## src/hdl/pflc_regs.svh

```systemverilog
/*
  timing and layout constants for the power-fail lockout control block.
  assumes a 200 MHz mclk; included by the top module only, not by the package.
*/
`ifndef PFLC_REGS_SVH
`define PFLC_REGS_SVH

// clock period in ps (5 ns)
`define PFLC_CLK_PS          32'd5000
// debounce window, least and longest, in ns
`define PFLC_DEB_MIN_NS      32'd30000
`define PFLC_DEB_MAX_NS      32'd63000
// delayed-access window in ns
`define PFLC_DELAY_NS        32'd480000
// stuck-access guard in ns
`define PFLC_GUARD_NS        32'd30000
// cycle counts: least times round up
`define PFLC_DEB_CYC   ((`PFLC_DEB_MIN_NS*32'd1000+`PFLC_CLK_PS-32'd1)/`PFLC_CLK_PS)
`define PFLC_DELAY_CYC ((`PFLC_DELAY_NS*32'd1000+`PFLC_CLK_PS-32'd1)/`PFLC_CLK_PS)
`define PFLC_GUARD_CYC ((`PFLC_GUARD_NS*32'd1000+`PFLC_CLK_PS-32'd1)/`PFLC_CLK_PS)
// reset values of flags
`define PFLC_OSC_FAIL_RST    1'b1
`define PFLC_TSAVE_RST       1'b0

`endif

```

## src/hdl/pflc_pkg.sv

```systemverilog
/*
  types for the power-fail lockout control block.
  assumes nothing beyond the constants header.
*/
package pflc_pkg;

  // lockout sequencer states, one-hot
  typedef enum logic [3:0] {
    PFLC_RUN   = 4'h1,
    PFLC_DEB   = 4'h2,
    PFLC_DELAY = 4'h4,
    PFLC_LOCK  = 4'h8
  } pflc_state_t;

  // status toward the host register logic
  typedef struct packed {
    logic pf_status;
    logic osc_fail;
    logic low_batt;
    logic tsave_en;
    logic standby;
  } pflc_stat_t;

  // host-side bus strobes as seen by the block
  typedef struct packed {
    logic cs_n;
    logic rd_n;
    logic wr_n;
  } pflc_bus_t;

endpackage

```

## src/hdl/pflc_top.sv

```systemverilog
/*
  power-fail supervision: debounce, interrupt event, host bus lockout
  with optional delayed access, standby isolation and supply flags.
  assumes supply comparators arrive as asynchronous levels; the host
  register logic outside supplies the enable and control bits.
*/
// What the document requires
// RULE_01 - low power-fail input debounced before acting
// RULE_02 - debounced failure raises power-fail interrupt event
// RULE_03 - without delay, lock bus after debounce
// RULE_04 - with delay, keep bus 480 us
// RULE_05 - clearing delay enable locks bus immediately
// RULE_06 - access held over 30 us forces lockout
// RULE_07 - standby follows supply comparison, not input
// RULE_08 - lockout isolates bus; standby isolates more
// RULE_09 - mode bits keep timers, interrupts after failure; only timer_pf_run is used, int_pf_run is ignored
// RULE_10 - unlock only after high-level debounce
// RULE_11 - masked interrupt still locks; off in standby
// RULE_12 - power-up sets osc-fail, clears start bit
// RULE_13 - osc-fail stays until clock started
// RULE_14 - host writes D6 low for battery mode
// RULE_15 - low battery only on main supply, enabled
// RULE_16 - time-save bit clears at battery switch
// RULE_17 - host sets single-supply bit, disables interrupt
// RULE_18 - host sets interrupt enable bit
// RULE_19 - status flag mirrors failure, not host-clearable
// RULE_20 - windows timed by internal counters
// RULE_21 - locked out: data high-z, writes ignored
`include "pflc_regs.svh"
module pflc_top
  import pflc_pkg::*;
(
  input  wire logic       mclk,
  input  wire logic       rst_b,
  input  wire logic       power_loss_n_input,
  input  wire logic       vbb_above_vcc,
  input  wire logic       battery_low_cmp,
  input  wire pflc_bus_t  host_bus,
  input  wire logic [7:0] host_data_in,
  input  wire logic       timer0_gate_in,
  input  wire logic       timer1_gate_in,
  input  wire logic       delay_enable,
  input  wire logic       pf_int_enable,
  input  wire logic       timer_pf_run,
  input  wire logic       int_pf_run,
  input  wire logic       clock_start_set,
  input  wire logic       tsave_set,
  input  wire logic       tsave_clr,
  input  wire logic       irq_req,
  input  wire logic       host_dout_en,
  output logic            bus_locked,
  output logic            pf_irq_pulse,
  output pflc_stat_t      status,
  output logic            clock_start,
  output logic            host_strobe_ok,
  output logic            host_write_ok,
  output logic            host_data_oe,
  output logic [7:0]      host_data_lat,
  output logic            timer0_gate_q,
  output logic            timer1_gate_q,
  output logic            timers_run,
  output logic            irq_out_od,
  output logic            timer_outs_od
);

  // ****************************************************************
  // input synchronisers
  // ****************************************************************
  logic [4:0] sync1_r;
  logic [4:0] sync2_r;
  logic [4:0] sync_in;

  assign sync_in = {power_loss_n_input, vbb_above_vcc, battery_low_cmp,
                    timer0_gate_in, timer1_gate_in};

  // two stages for every asynchronous level
  always_ff @(posedge mclk)
  begin
    if (!rst_b)
    begin
      sync1_r <= 5'h1f;
      sync2_r <= 5'h1f;
    end
    else
    begin
      sync1_r <= sync_in;
      sync2_r <= sync1_r;
    end
  end

  logic pfn_s;
  logic standby_s;
  logic lowb_s;
  assign pfn_s     = sync2_r[4];
  assign standby_s = sync2_r[3];
  assign lowb_s    = sync2_r[2];

  // ****************************************************************
  // debounce
  // ****************************************************************
  logic pfn_deb;

  pflc_filter #(
    .DEB_CYC (`PFLC_DEB_CYC)
  ) u_deb (
    .mclk  (mclk),
    .rst_b (rst_b),
    .din   (pfn_s),
    .dout  (pfn_deb)
  );

  logic pf_fail;
  assign pf_fail = !pfn_deb;  // [RULE_01]

  // ****************************************************************
  // lockout sequencer
  // ****************************************************************
  pflc_state_t st_r;
  pflc_state_t st_nxt;
  logic [16:0] dly_r;
  logic [16:0] dly_nxt;
  logic [12:0] grd_r;
  logic [12:0] grd_nxt;
  logic        cs_at_fail_r;
  logic        cs_at_fail_nxt;
  logic        fail_d_r;
  logic        access;

  assign access = !host_bus.cs_n && (!host_bus.rd_n || !host_bus.wr_n);

  // sequencer next state; guard counts a continuous access if chip select was low at failure
  always_comb
  begin
    st_nxt         = st_r;
    dly_nxt        = dly_r;
    grd_nxt        = 13'h0000;
    cs_at_fail_nxt = cs_at_fail_r;
    case (st_r)
      PFLC_RUN:
      begin
        dly_nxt = 17'h00000;
        if (pf_fail)
        begin
          cs_at_fail_nxt = !host_bus.cs_n;
          if (delay_enable)
            st_nxt = PFLC_DELAY;   // [RULE_04]
          else
            st_nxt = PFLC_LOCK;    // [RULE_03]
        end
      end
      PFLC_DELAY:
      begin
        dly_nxt = dly_r + 17'h00001; // [RULE_20]
        if (cs_at_fail_r && access)
          grd_nxt = grd_r + 13'h0001;
        if (!pf_fail)
          st_nxt = PFLC_RUN;
        else if (!delay_enable)
          st_nxt = PFLC_LOCK;      // [RULE_05]
        else if (dly_r >= 17'(`PFLC_DELAY_CYC - 1))
          st_nxt = PFLC_LOCK;      // [RULE_04]
        else if (grd_r >= 13'(`PFLC_GUARD_CYC - 1))
          st_nxt = PFLC_LOCK;      // [RULE_06]
      end
      PFLC_LOCK:
      begin
        cs_at_fail_nxt = 1'b0;
        if (!pf_fail)
          st_nxt = PFLC_RUN;       // [RULE_10]
      end
      default:
        st_nxt = PFLC_RUN;
    endcase
  end

  always_ff @(posedge mclk)
  begin
    if (!rst_b)
    begin
      st_r         <= PFLC_RUN;
      dly_r        <= 17'h00000;
      grd_r        <= 13'h0000;
      cs_at_fail_r <= 1'b0;
      fail_d_r     <= 1'b0;
    end
    else
    begin
      st_r         <= st_nxt;
      dly_r        <= dly_nxt;
      grd_r        <= grd_nxt;
      cs_at_fail_r <= cs_at_fail_nxt;
      fail_d_r     <= pf_fail;
    end
  end

  // standby locks the bus too, whatever the input says
  assign bus_locked = (st_r == PFLC_LOCK) || standby_s; // [RULE_08]

  // ****************************************************************
  // pin isolation
  // ****************************************************************
  // strobes and write data are simply refused while locked
  assign host_strobe_ok = !bus_locked && !host_bus.cs_n;     // [RULE_08]
  assign host_write_ok  = host_strobe_ok && !host_bus.wr_n;  // [RULE_21]
  assign host_data_oe   = host_dout_en && host_strobe_ok
                          && !host_bus.rd_n;                 // [RULE_21]
  assign irq_out_od     = standby_s;                         // [RULE_08]
  assign timer_outs_od  = standby_s;

  // ****************************************************************
  // flags and registered outputs
  // ****************************************************************
  logic       irq_r;
  logic       irq_nxt;
  logic       osc_r;
  logic       osc_nxt;
  logic       start_r;
  logic       start_nxt;
  logic       tsave_r;
  logic       tsave_nxt;
  logic       lowb_r;
  logic       lowb_nxt;
  logic       g0_r;
  logic       g1_r;
  logic [7:0] dlat_r;
  logic [7:0] dlat_nxt;

  // interrupt event on the debounced edge; masked and in standby silent
  always_comb
  begin
    irq_nxt   = pf_fail && !fail_d_r && pf_int_enable
                && !standby_s;                 // [RULE_02] [RULE_11]
    osc_nxt   = osc_r;
    start_nxt = start_r;
    if (clock_start_set && host_write_ok)
    begin
      start_nxt = 1'b1;
      osc_nxt   = 1'b0;                        // [RULE_13]
    end
    tsave_nxt = tsave_r;
    if (tsave_set && host_write_ok)
      tsave_nxt = 1'b1;
    else if (tsave_clr && host_write_ok)
      tsave_nxt = 1'b0;
    if (standby_s)
      tsave_nxt = 1'b0;                        // [RULE_16]
    lowb_nxt = lowb_s && !standby_s && pf_int_enable; // [RULE_15]
    dlat_nxt = host_write_ok ? host_data_in : dlat_r; // [RULE_21]
  end

  always_ff @(posedge mclk)
  begin
    if (!rst_b)
    begin
      irq_r   <= 1'b0;
      osc_r   <= `PFLC_OSC_FAIL_RST;           // [RULE_12]
      start_r <= 1'b0;                         // [RULE_12]
      tsave_r <= `PFLC_TSAVE_RST;
      lowb_r  <= 1'b0;
      g0_r    <= 1'b0;
      g1_r    <= 1'b0;
      dlat_r  <= 8'h00;
    end
    else
    begin
      irq_r   <= irq_nxt;
      osc_r   <= osc_nxt;
      start_r <= start_nxt;
      tsave_r <= tsave_nxt;
      lowb_r  <= lowb_nxt;
      g0_r    <= sync2_r[1] && !standby_s;     // [RULE_08]
      g1_r    <= sync2_r[0] && !standby_s;
      dlat_r  <= dlat_nxt;
    end
  end

  assign pf_irq_pulse     = irq_r;
  assign status.pf_status = pf_fail;           // [RULE_19]
  assign status.osc_fail  = osc_r;
  assign status.low_batt  = lowb_r;
  assign status.tsave_en  = tsave_r;
  assign status.standby   = standby_s;         // [RULE_07]
  assign clock_start      = start_r;
  assign host_data_lat    = dlat_r;
  assign timer0_gate_q    = g0_r;
  assign timer1_gate_q    = g1_r;
  // timer_pf_run alone decides whether timers run on after a failure
  assign timers_run       = !pf_fail || timer_pf_run;     // [RULE_09]
endmodule // pflc_top

```

## src/hdl/pflc_filter.sv

```systemverilog
/*
  level filter: output follows a synchronised input only after it has
  stood at the new level for DEB_CYC cycles; restarts on any change.
  assumes the input is already on mclk.
*/
module pflc_filter
  import pflc_pkg::*;
#(
  parameter int unsigned DEB_CYC = 6000
)(
  input  wire logic mclk,
  input  wire logic rst_b,
  input  wire logic din,
  output logic      dout
);

  logic [15:0] cnt_r;
  logic [15:0] cnt_nxt;
  logic        out_r;
  logic        out_nxt;

  // count while input differs from output, restart when they agree
  always_comb
  begin
    cnt_nxt = 16'h0000;
    out_nxt = out_r;
    if (din != out_r)
    begin
      if (cnt_r >= 16'(DEB_CYC - 1))
        out_nxt = din;             // [RULE_01] [RULE_10]
      else
        cnt_nxt = cnt_r + 16'h0001; // [RULE_20]
    end
  end

  always_ff @(posedge mclk)
  begin
    if (!rst_b)
    begin
      cnt_r <= 16'h0000;
      out_r <= 1'b1;
    end
    else
    begin
      cnt_r <= cnt_nxt;
      out_r <= out_nxt;
    end
  end

  assign dout = out_r;

endmodule // pflc_filter

```

## config.mk

```make
export PLATFORM = sky130hd
export DESIGN_NAME = pflc_top
export DESIGN_NICKNAME = d
export VERILOG_FILES = /design/src/hdl/pflc_pkg.sv /design/src/hdl/pflc_top.sv /design/src/hdl/pflc_filter.sv
export VERILOG_INCLUDE_DIRS = /design/src /design/src/hdl
export SDC_FILE = /design/constraint.sdc
export NUM_CORES = 1
export LEC_CHECK = 0
export BUFFER_PORTS_ARGS = -buffer_cell sky130_fd_sc_hd__buf_2
export CAP_MARGIN = 40
export CORE_ASPECT_RATIO = 0.9
export CORE_MARGIN = 3
export CORE_UTILIZATION = 56
export DETAILED_ROUTE_END_ITERATION = 6
export PLACE_DENSITY = 0.79
export SYNTH_ARGS = -nofsm -noshare
export SYNTH_HDL_FRONTEND = slang
export SYNTH_SLANG_ARGS = --single-unit
```

## constraint.sdc

```tcl
create_clock -name mclk -period 2.3 [get_ports mclk]
set_input_delay 0.115 -clock mclk [delete_from_list [all_inputs] [get_ports mclk]]
set_output_delay 0.115 -clock mclk [all_outputs]
set_load 0.005 [all_outputs]
```

==> results.cfg, run 1 <==
[sta]
fin_crit_sh_pct = 88.36
min_period_ns = 2.032
hold_slack_ns = 0.01736
hold_violations = 0
setup-violations-final = 0
max-slew-margin-rel_pct = 56.86
worst_slew_pin_slew_ns = 0.6412
setup_ws_ns = 0.2677
setup-tns-final_ns = 0
rsz0062_at_grt = false
report.final.slew_viol_count = 0
worst_clock_skew_ns = 0.01010
fmax_mhz = 492.0

[clocking]
clk_pin_slew_ns = 0.08
root_buffer = clkbuf_8
postCtsSetupBuffers = 0
cts_buffers = 9
cts.sinks = 77
cts_tree = yes
cts_buffer_depth = 2
insertion_delay_ns = 0.35
htree_num_levels = 3
cts_resized = 0

[yosys]
ys_ff_latch = 77
avgSynthCellArea_sq_um = 9.144
yosys_warnings = 0
synth-adder-area-share_pct = 1.140
synth_compound_area_share_pct = 9.616
synth_xor_area_share_pct = 6.119
syn_area_sq_um = 3292
synth_ff_type = dfxtp_1
synth.area.mux_share_pct = 4.067
ys_seq_area_share_pct = 46.83
synth_cell_types = 58
yosys.area_share.simple_pct = 28.35
postSynthCellCount = 360
synth_top_family_by_area = simple AND/OR/NAND/NOR gates
synth-edff-count = 0
synth-async-reset-ratio_pct = 0

[setup_path]
startpoint_type = register
cp-end-kind = register
crit_path_max_fanout = 15
crit_type = reg -> reg
worst_ep_required_time_ns = 2.58
worstPathArrival_ns = 2.31

[placement]
hpwl_microns = 4829
place_worst_setup_slack_ns = 0.2649
portBuffers = 48
gp_congestion = 0.8332

[die]
start_util_pct = 60.14
io_pins = 51
dieArea_sq_um = 6836
die_h_microns = 78.74
rows = 25
die_w_microns = 86.82
core_sq_um = 5474

[power]
p_leak_nw = 1.445
ir_worst_vdd_uv = 503.5
p_per_area_nw_per_um2 = 633.2

[run_status]
status = completed

[drt]
detail-route-antenna-nets = 0
first_pass_iters = 4
vias = 2773
drt-total-wl_microns = 7273
routed_via_density = 5.591
drc = 0
drt_iter0_markers = 266
routedWlPerCell_microns = 14.66

[cells_and_area]
syn_to_final_growth_pct = 19.23
final_nets = 454
drive_above_1_share_pct = 18.18
antenna_cells = 0

[grt]
grt_max_degree = 22
grtUsageTotal_pct = 23.20
grt_pass1_wl_microns = 12500
overflow = 0
grt_pass1_vias = 2717
antenna_found_initial = 0

[job]
cap_violations = 0

[min_path]
worst_hold_path_type = in -> reg
[final timing paths]
| check | cells after the start | startpoint | slack (ns) | endpoint |
|---|---|---|---|---|
| setup / recovery | 4 | st_r[2] | 0.27 | grd_r[6] |
| hold / removal | 3 | host_data_in[2] | 0.02 | host_data_lat[2] |
| setup reg to reg | 4 | st_r[2] | 0.27 | grd_r[6] |
| hold reg to reg | 1 | fail_d_r | 0.40 | pf_irq_pulse |
[timing repair]
item                                    in CTS  in global routing
endpoints found under the hold margin       16                  0
hold buffers                                15                  0
endpoints found under the setup margin       0                  0
[cell families (layout without fill, tap and decap cells)]
group,after synthesis,in the layout
other cells,1,3
fa+ha+maj,3,3
mux,13,13
simple gates,173,173
flops,77,77
buf+inv,26,93
compound gates,44,44
xor+xnor,23,23
[placed cells by master (no fill, tap or decap), types with 2 or more instances in the layout]
cell and instances:
a211o_1 3, a211oi_1 2, a21oi_1 9, a311oi_1 2, a31oi_1 5, and2_1 6, and3_1 5, and4_1 4
buf_2 48, buf_4 6, clkbuf_8 10, clkinvlp_4 2, conb_1 3, dfxtp_1 77, dlygate4sd3_1 15, ha_1 3
inv_1 7, mux2_1 2, mux2i_1 10, nand2_1 22, nand2b_1 12, nand3_1 20, nand4_1 12, nor2_1 55
nor2b_1 3, nor3_1 6, nor4_1 8, nor4_2 2, nor4b_1 2, o211ai_1 2, o21ai_0 5, o311ai_1 3
or2_2 2, or3b_1 2, or4_1 4, xnor2_1 13, xor2_1 10
[sequential cells by signal, indices dropped and copies added (netlist names)]
name	count
timer1_gate_q	1
u_deb.cnt_r	16
lowb_r	1
clock_start	1
dly_r	17
grd_r	13
cs_at_fail_r	1
sync2_r	5
sync1_r	5
fail_d_r	1
u_deb.dout	1
st_r	3
pf_irq_pulse	1
osc_r	1
timer0_gate_q	1
tsave_r	1
host_data_lat	8
[critical path, cell delays in order (launching register included)]
cell and delay [ns]:
dfxtp_1 0.43, or3b_1 0.63, a2111oi_2 0.36, nand2_1 0.32, nor2_1 0.21
[routing by layer]
metal  GRT usage [%]  routed length [microns]
met3           6.639                      410
met1           29.07                     3289
met2           37.41                     3452
met5               0                        0
met4           9.346                      121
[synth_stat cells (3+ instances only)]
library cell	count	share of area (%)
nand4_1	12	2.3
a31oi_1	5	0.95
buf_4	6	1.4
nor2b_1	3	0.57
clkbuf_1	9	1.0
nand2_1	22	2.5
nand3_1	20	3.0
o311ai_1	3	0.80
dfxtp_1	77	47
inv_1	7	0.80
and4_1	4	1.1
nor2_1	55	6.3
and2_1	6	1.1
o21ai_0	5	0.76
a211o_1	3	0.80
a21oi_1	9	1.4
nor4_1	8	1.5
nor3_1	6	0.91
mux2i_1	10	3.0
nand2b_1	12	2.3
or4_1	4	0.91
xor2_1	10	2.7
buf_2	3	0.46
ha_1	3	1.1
and3_1	5	0.95
xnor2_1	13	3.5
[stage by stage]
stage	instances	power [mW]	area, sq um	utilization, %
floorplan	362	1.429	3299	-
global placement	465	1.467	3575	65.30
detailed placement	465	1.470	3575	65.30
CTS	496	2.515	3925	71.70
global route	496	2.590	3925	71.70
finish	496	2.485	3925	71.70
[power by group]
part / internal [mW] / switching [mW]
Combinational: 0.0546 / 0.0485
Sequential: 1.35 / 0.00851
Clock: 0.533 / 0.493
[final cells by class]
cell class                 count  area [sq um]
multi-input combinational    259          1634
fill                         402          1549
sequential                    77          1541
timing repair buffer          69         435.4
clock buffer                  11         141.4
tap                           67         83.83
clock inverter                 5         58.81
inverter                       8         30.03
No activity file was read; power rests on OpenSTA's default activity.
==> run 2, diff against run 1 <==
==> constraint.sdc (replaced) <==
create_clock -name mclk -period 2.3 [get_ports mclk]
set_input_delay 0.115 -clock mclk [delete_from_list [all_inputs] [get_ports mclk]]
set_output_delay 0.115 -clock mclk [all_outputs]
set_load 0.05 [all_outputs]
==> run 2 against run 1 <==
Final area is 0.35% higher. Clock-buffer cell count is 2 lower. Hold slack better by 0.057 ns. Combinational power is 28% higher. Die area stayed put. First-iteration DRC count is 36% lower. Worst setup slack better by 0.067 ns. Wire length is 4.9% lower. Critical endpoint is now dly_r[12].
==> results.cfg, run 2 (synthesized netlist as in run 1, its figures left out) <==
[clocking]
cts_tree = yes
cts_buffers = 9
insertion_delay_ns = 0.35
htree_num_levels = 3
cts.sinks = 77
ctsHoldBuffers = 15
postCtsSetupBuffers = 0
cts_buffer_depth = 2
root_buffer = clkbuf_8
cts_resized = 0
clk_pin_slew_ns = 0.08

[cells_and_area]
syn_to_final_growth_pct = 19.65
antenna_cells = 0
fin_area_sq_um = 3939
largest_register_ffs = 17
utilization_pct = 71.95
final_nets = 454
layout_commonest_cell = dfxtp_1
top_register = dly_r
top_regs = dly_r (17), u_deb.cnt_r (16), grd_r (13)
drive_above_1_share_pct = 18.41
mostFrequentLayoutCells = dfxtp_1, nor2_1, buf_2, nand2_1, nand3_1

[setup_path]
critical_path.slowest_cell = nor4_1
reg2reg_depth = 5
crit_path_max_incr_delay_ns = 0.52
path_depth = 5
cp.buffers_inverters = 0
critPathTopFamily = simple AND/OR/NAND/NOR gates
startpoint_type = register
worstPathArrival_ns = 2.26
crit_type = reg -> reg
cp-end-kind = register
crit_path_start = dly_r[0]
rr_startpoint = dly_r[0]
worst_ep_required_time_ns = 2.59
crit_path_cell_trace = ha_1 > nand4bb_1 > nor4_1 > mux2_2 > nor2_1
timing.rr.end = dly_r[12]
r2r_slack_ns = 0.33
crit_path_max_fanout = 7

[drt]
drc = 0
routed_via_density = 5.581
drt_iter0_markers = 169
first_pass_iters = 4
vias = 2768
drt-total-wl_microns = 6917
detail-route-antenna-nets = 0
routedWlPerCell_microns = 13.95

[die]
start_util_pct = 60.14
core_sq_um = 5474
io_pins = 51
die_w_microns = 86.82
rows = 25
die_h_microns = 78.74
dieArea_sq_um = 6836

[sta]
rsz0062_at_grt = false
max-slew-margin-rel_pct = 48.14
setup-violations-final = 0
worst_clock_skew_ns = 0.01008
worst_slew_pin_slew_ns = 0.7708
setup_ws_ns = 0.3350
setup-tns-final_ns = 0
min_period_ns = 1.965
hold_violations = 0
fmax_mhz = 508.9
fin_crit_sh_pct = 85.44
report.final.slew_viol_count = 0

[power]
power.switching_mw = 0.6121
internal-power_mw = 1.924
p_sw_share_pct = 24.14
p_leak_nw = 1.455
p_comb_share_pct = 5.2
p_clk_share_pct = 41.3
seqPwrFrac_pct = 53.5
ir_worst_vdd_uv = 527.9
p_per_area_nw_per_um2 = 643.8

[grt]
grt_max_degree = 25
grtUsageTotal_pct = 22.12
overflow = 0
grt_pass1_wl_microns = 11960
antenna_found_initial = 0
grt_pass1_vias = 2645

[placement]
place_worst_setup_slack_ns = 0.3745
hpwl_microns = 4584
gp_congestion = 0.8712
placed_area_sq_um = 3573
portBuffers = 48

[run_status]
status = completed

[job]
cap_violations = 0

[min_path]
hp-start = host_bus[2]
hold-path-endpoint = cs_at_fail_r
worst_hold_path_type = in -> reg
hold_path_depth = 2
==> run 2: final cells by class <==
class,count,area (sq um)
clock buffers,9,123.9
clock inverters,7,81.33
fillers,413,1535
inverters,8,30.03
multi-input cells,259,1640
flip-flops and latches,77,1541
well taps,67,83.83
repair buffers,69,437.9
==> run 2: worst max-delay path by stage <==
stage                               to  slack [ns]
final                        dly_r[12]        0.33
after global routing         dly_r[12]        0.14
after CTS                    dly_r[12]        0.35
after detailed placement     dly_r[12]        0.37
after global placement       dly_r[12]        0.42
after floorplan           host_data_oe        0.20
==> run 2: power by group through the flow <==
stage / Combinational (mW) / Clock (mW) / Sequential, mW
floorplan: 0.0591 / 0 / 1.40
global placement: 0.107 / 0 / 1.39
detailed placement: 0.108 / 0 / 1.39
CTS: 0.128 / 1.08 / 1.36
global route: 0.143 / 1.14 / 1.36
finish: 0.132 / 1.05 / 1.36
==> run 2: layer usage <==
metal | track usage, % | share of wire, %
met5 | 0 | 0
met4 | 6.698 | 0.52
met3 | 7.054 | 5.1
met2 | 35.89 | 48
met1 | 27.97 | 47
==> run 2: worst register-to-register path, cell delays in order, from the launching register on <==
cell and delay, ns:
dfxtp_1 0.44, ha_1 0.30, nand4bb_1 0.18, nor4_1 0.52
mux2_2 0.40, nor2_1 0.07
==> run 2: metrics by stage <==
step,power [mW],cells,hold slack [ns]
global placement,1.494,464,0.3114
CTS,2.565,495,0.003959
detailed placement,1.496,464,0.3166
global route,2.644,496,0.08252
finish,2.536,496,0.07399
floorplan,1.457,362,0.2165
==> run 3, diff against run 2 <==
Settings changed: RECOVER_POWER set to 100, SLEW_MARGIN set to 30, SYNTH_HIERARCHICAL set to 1.
==> run 3 against run 2 <==
Flip-flop and latch count unchanged. Wire length decreased by 5.2%. Register-to-register slack improved by 0.02 ns. Cell count increased by 1.0%. Power increased by 23%. Hold slack got worse by 0.039 ns. Clock power increased by 21%. Critical path depth decreased by 1.
==> results.cfg, run 3 <==
[power]
ir_worst_vdd_uv = 495.9
p_leak_nw = 1.430
p_comb_share_pct = 13.4
p_sw_share_pct = 25.58
p_per_area_nw_per_um2 = 802.7
internal-power_mw = 2.330
p_clk_share_pct = 40.6
power.switching_mw = 0.8011
seqPwrFrac_pct = 46.0

[cells_and_area]
syn_to_final_growth_pct = 15.70
top_regs = dly_r (17), u_deb/cnt_r (16), grd_r (13)
final_nets = 456
drive_above_1_share_pct = 13.69
fillers = 463
antenna_cells = 0
top_register = dly_r
utilization_pct = 67.75
largest_register_ffs = 17
mostFrequentLayoutCells = dfxtp_1, nor2_1, nand2_1, clkbuf_1, buf_2
layout_commonest_cell = dfxtp_1

[sta]
setup-tns-final_ns = 0
rsz0062_at_grt = false
max-slew-margin-rel_pct = 48.20
min_period_ns = 2.015
setup-violations-final = 0
fmax_mhz = 496.3
worst_clock_skew_ns = 0.009202
fin_crit_sh_pct = 87.61
worst_slew_pin_slew_ns = 0.7574
hold_violations = 0
report.final.slew_viol_count = 0

[yosys]
synth-async-reset-ratio_pct = 0
synth_common_cells = dfxtp_1, nor2_1, nand2_1, nand3_1
yosys_warnings = 6
avgSynthCellArea_sq_um = 9.089
postSynthCellCount = 371
synth_cell_types = 59
ys_ff_latch = 77
netlist.area_leader.share_pct = 45.71
synth-edff-count = 0
synth_top_area_cell = dfxtp_1
synth_ff_type = dfxtp_1
ys_seq_area_share_pct = 45.71
yosys-top-cells-area = dfxtp_1, nor2_1, xnor2_1, mux2i_1, nand3_1
syn_area_sq_um = 3372
synth_most_common_cell = dfxtp_1

[setup_path]
crit_path_cell_trace = nor3b_1 > or2_4 > nor3_4 > clkbuf_2
crit_type = reg -> out
cp.buffers_inverters = 1
worst_ep_required_time_ns = 2.18
cp-end-kind = output port
crit_path_max_incr_delay_ns = 0.50
reg2reg_depth = 4
startpoint_type = register
worstPathArrival_ns = 1.90
critPathTopFamily = simple AND/OR/NAND/NOR gates
timing.rr.end = u_deb/cnt_r[11]
r2r_slack_ns = 0.35
rr_startpoint = u_deb/cnt_r[15]
crit_path_max_fanout = 10
critical_path.slowest_cell = dfxtp_1

[min_path]
hold-path-endpoint = host_data_lat[2]
hp-start = host_data_in[2]
hold_path_depth = 3
worst_hold_path_type = in -> reg

[clocking]
root_buffer = clkbuf_8
clk_pin_slew_ns = 0.08
cts_buffer_depth = 2
cts_resized = 0
cts_buffers = 9
htree_num_levels = 3
cts.sinks = 77
insertion_delay_ns = 0.35
cts_tree = yes

[drt]
vias = 2695
drc = 0
detail-route-antenna-nets = 0
routed_via_density = 5.379
routedWlPerCell_microns = 13.08
drt_iter0_markers = 115
first_pass_iters = 4
drt-total-wl_microns = 6554

[placement]
gp_congestion = 0.8377
hpwl_microns = 4409
portBuffers = 48

[grt]
grtUsageTotal_pct = 19.74
grt_pass1_vias = 2491
overflow = 0
grt_pass1_wl_microns = 10860
antenna_found_initial = 0
grt_max_degree = 40

[die]
die_h_microns = 79.62
rows = 26
start_util_pct = 58.56
io_pins = 51
dieArea_sq_um = 6990
core_sq_um = 5758
die_w_microns = 87.80

[job]
cap_violations = 0

[run_status]
status = completed
[run 3: through the flow]
stage               cells  hold slack [ns]  worst slack, ns  cell area, sq um  power, mW
global route          501          0.02619           0.1513              3901      3.283
detailed placement    474           0.2985           0.3819              3606      1.886
global placement      474           0.2949           0.4303              3606      1.878
CTS                   497          0.01671          0.03577              3935      3.172
floorplan             373           0.2039           0.3309              3386      1.800
finish                501          0.03476           0.2851              3901      3.132
[run 3: kinds of logic (layout without fill, tap and decap cells)]
logic type	Yosys count	after routing	synth area share (%)
AO/OA/AOI/OAI	56	56	11.47
XOR/XNOR	22	22	5.714
adder cells (fa/ha/maj)	3	3	1.113
buffers and inverters	30	88	4.972
flip-flops	77	77	45.71
multiplexers	11	11	3.265
other	1	3	0.1112
AND/OR/NAND/NOR	171	171	27.64
[run 3: metal layers]
layer,global-route usage (%),share of wire (%),vias up
met5,0,0,-
met4,5.828,0.95,0
met3,7.018,5.7,7
met2,34.49,48,60
met1,22.44,45,1255
li1,-,-,1373
[run 3: layout make-up]
cell class / count / area (sq um) / area share [%]
inverter: 10 / 37.54 / 0.9622
multi-input combinational: 266 / 1648 / 42.24
sequential: 77 / 1541 / 39.51
tap: 70 / 87.58 / 2.245
clock buffer: 13 / 168.9 / 4.330
clock inverter: 3 / 90.09 / 2.309
timing repair buffer: 62 / 327.8 / 8.403
[run 3: worst max-delay path by stage]
stage                    startpoint             end  slack, ns  cells after the start
floorplan                sync2_r[3]    host_data_oe       0.33                      2
global placement    u_deb/cnt_r[15]  u_deb/cnt_r[9]       0.43                      4
detailed placement  u_deb/cnt_r[15]  u_deb/cnt_r[7]       0.38                      4
CTS                         st_r[0]   host_write_ok       0.04                      4
global route                st_r[0]   host_write_ok       0.15                      4
finish                      st_r[0]   host_write_ok       0.29                      4
[run 3: worst reg2reg max path: stages, from the launching register on]
cell and delay (ns):
dfxtp_1 0.31, or3_1 0.36, or4_1 0.59, o21ai_2 0.45
nor2_1 0.10
[run 3: repair_timing]
item                                    CTS  global route
endpoints found under the setup margin    0             1
setup buffers                             0             4
endpoints found under the hold margin     8             0
hold buffers                              7             0
[run 3: power by group through the flow]
stage | clock, mW | combinational (mW) | sequential, mW
floorplan | 0 | 0.368 | 1.43
global placement | 0 | 0.411 | 1.47
detailed placement | 0 | 0.416 | 1.47
CTS | 1.30 | 0.429 | 1.44
global route | 1.36 | 0.469 | 1.45
finish | 1.27 | 0.420 | 1.44
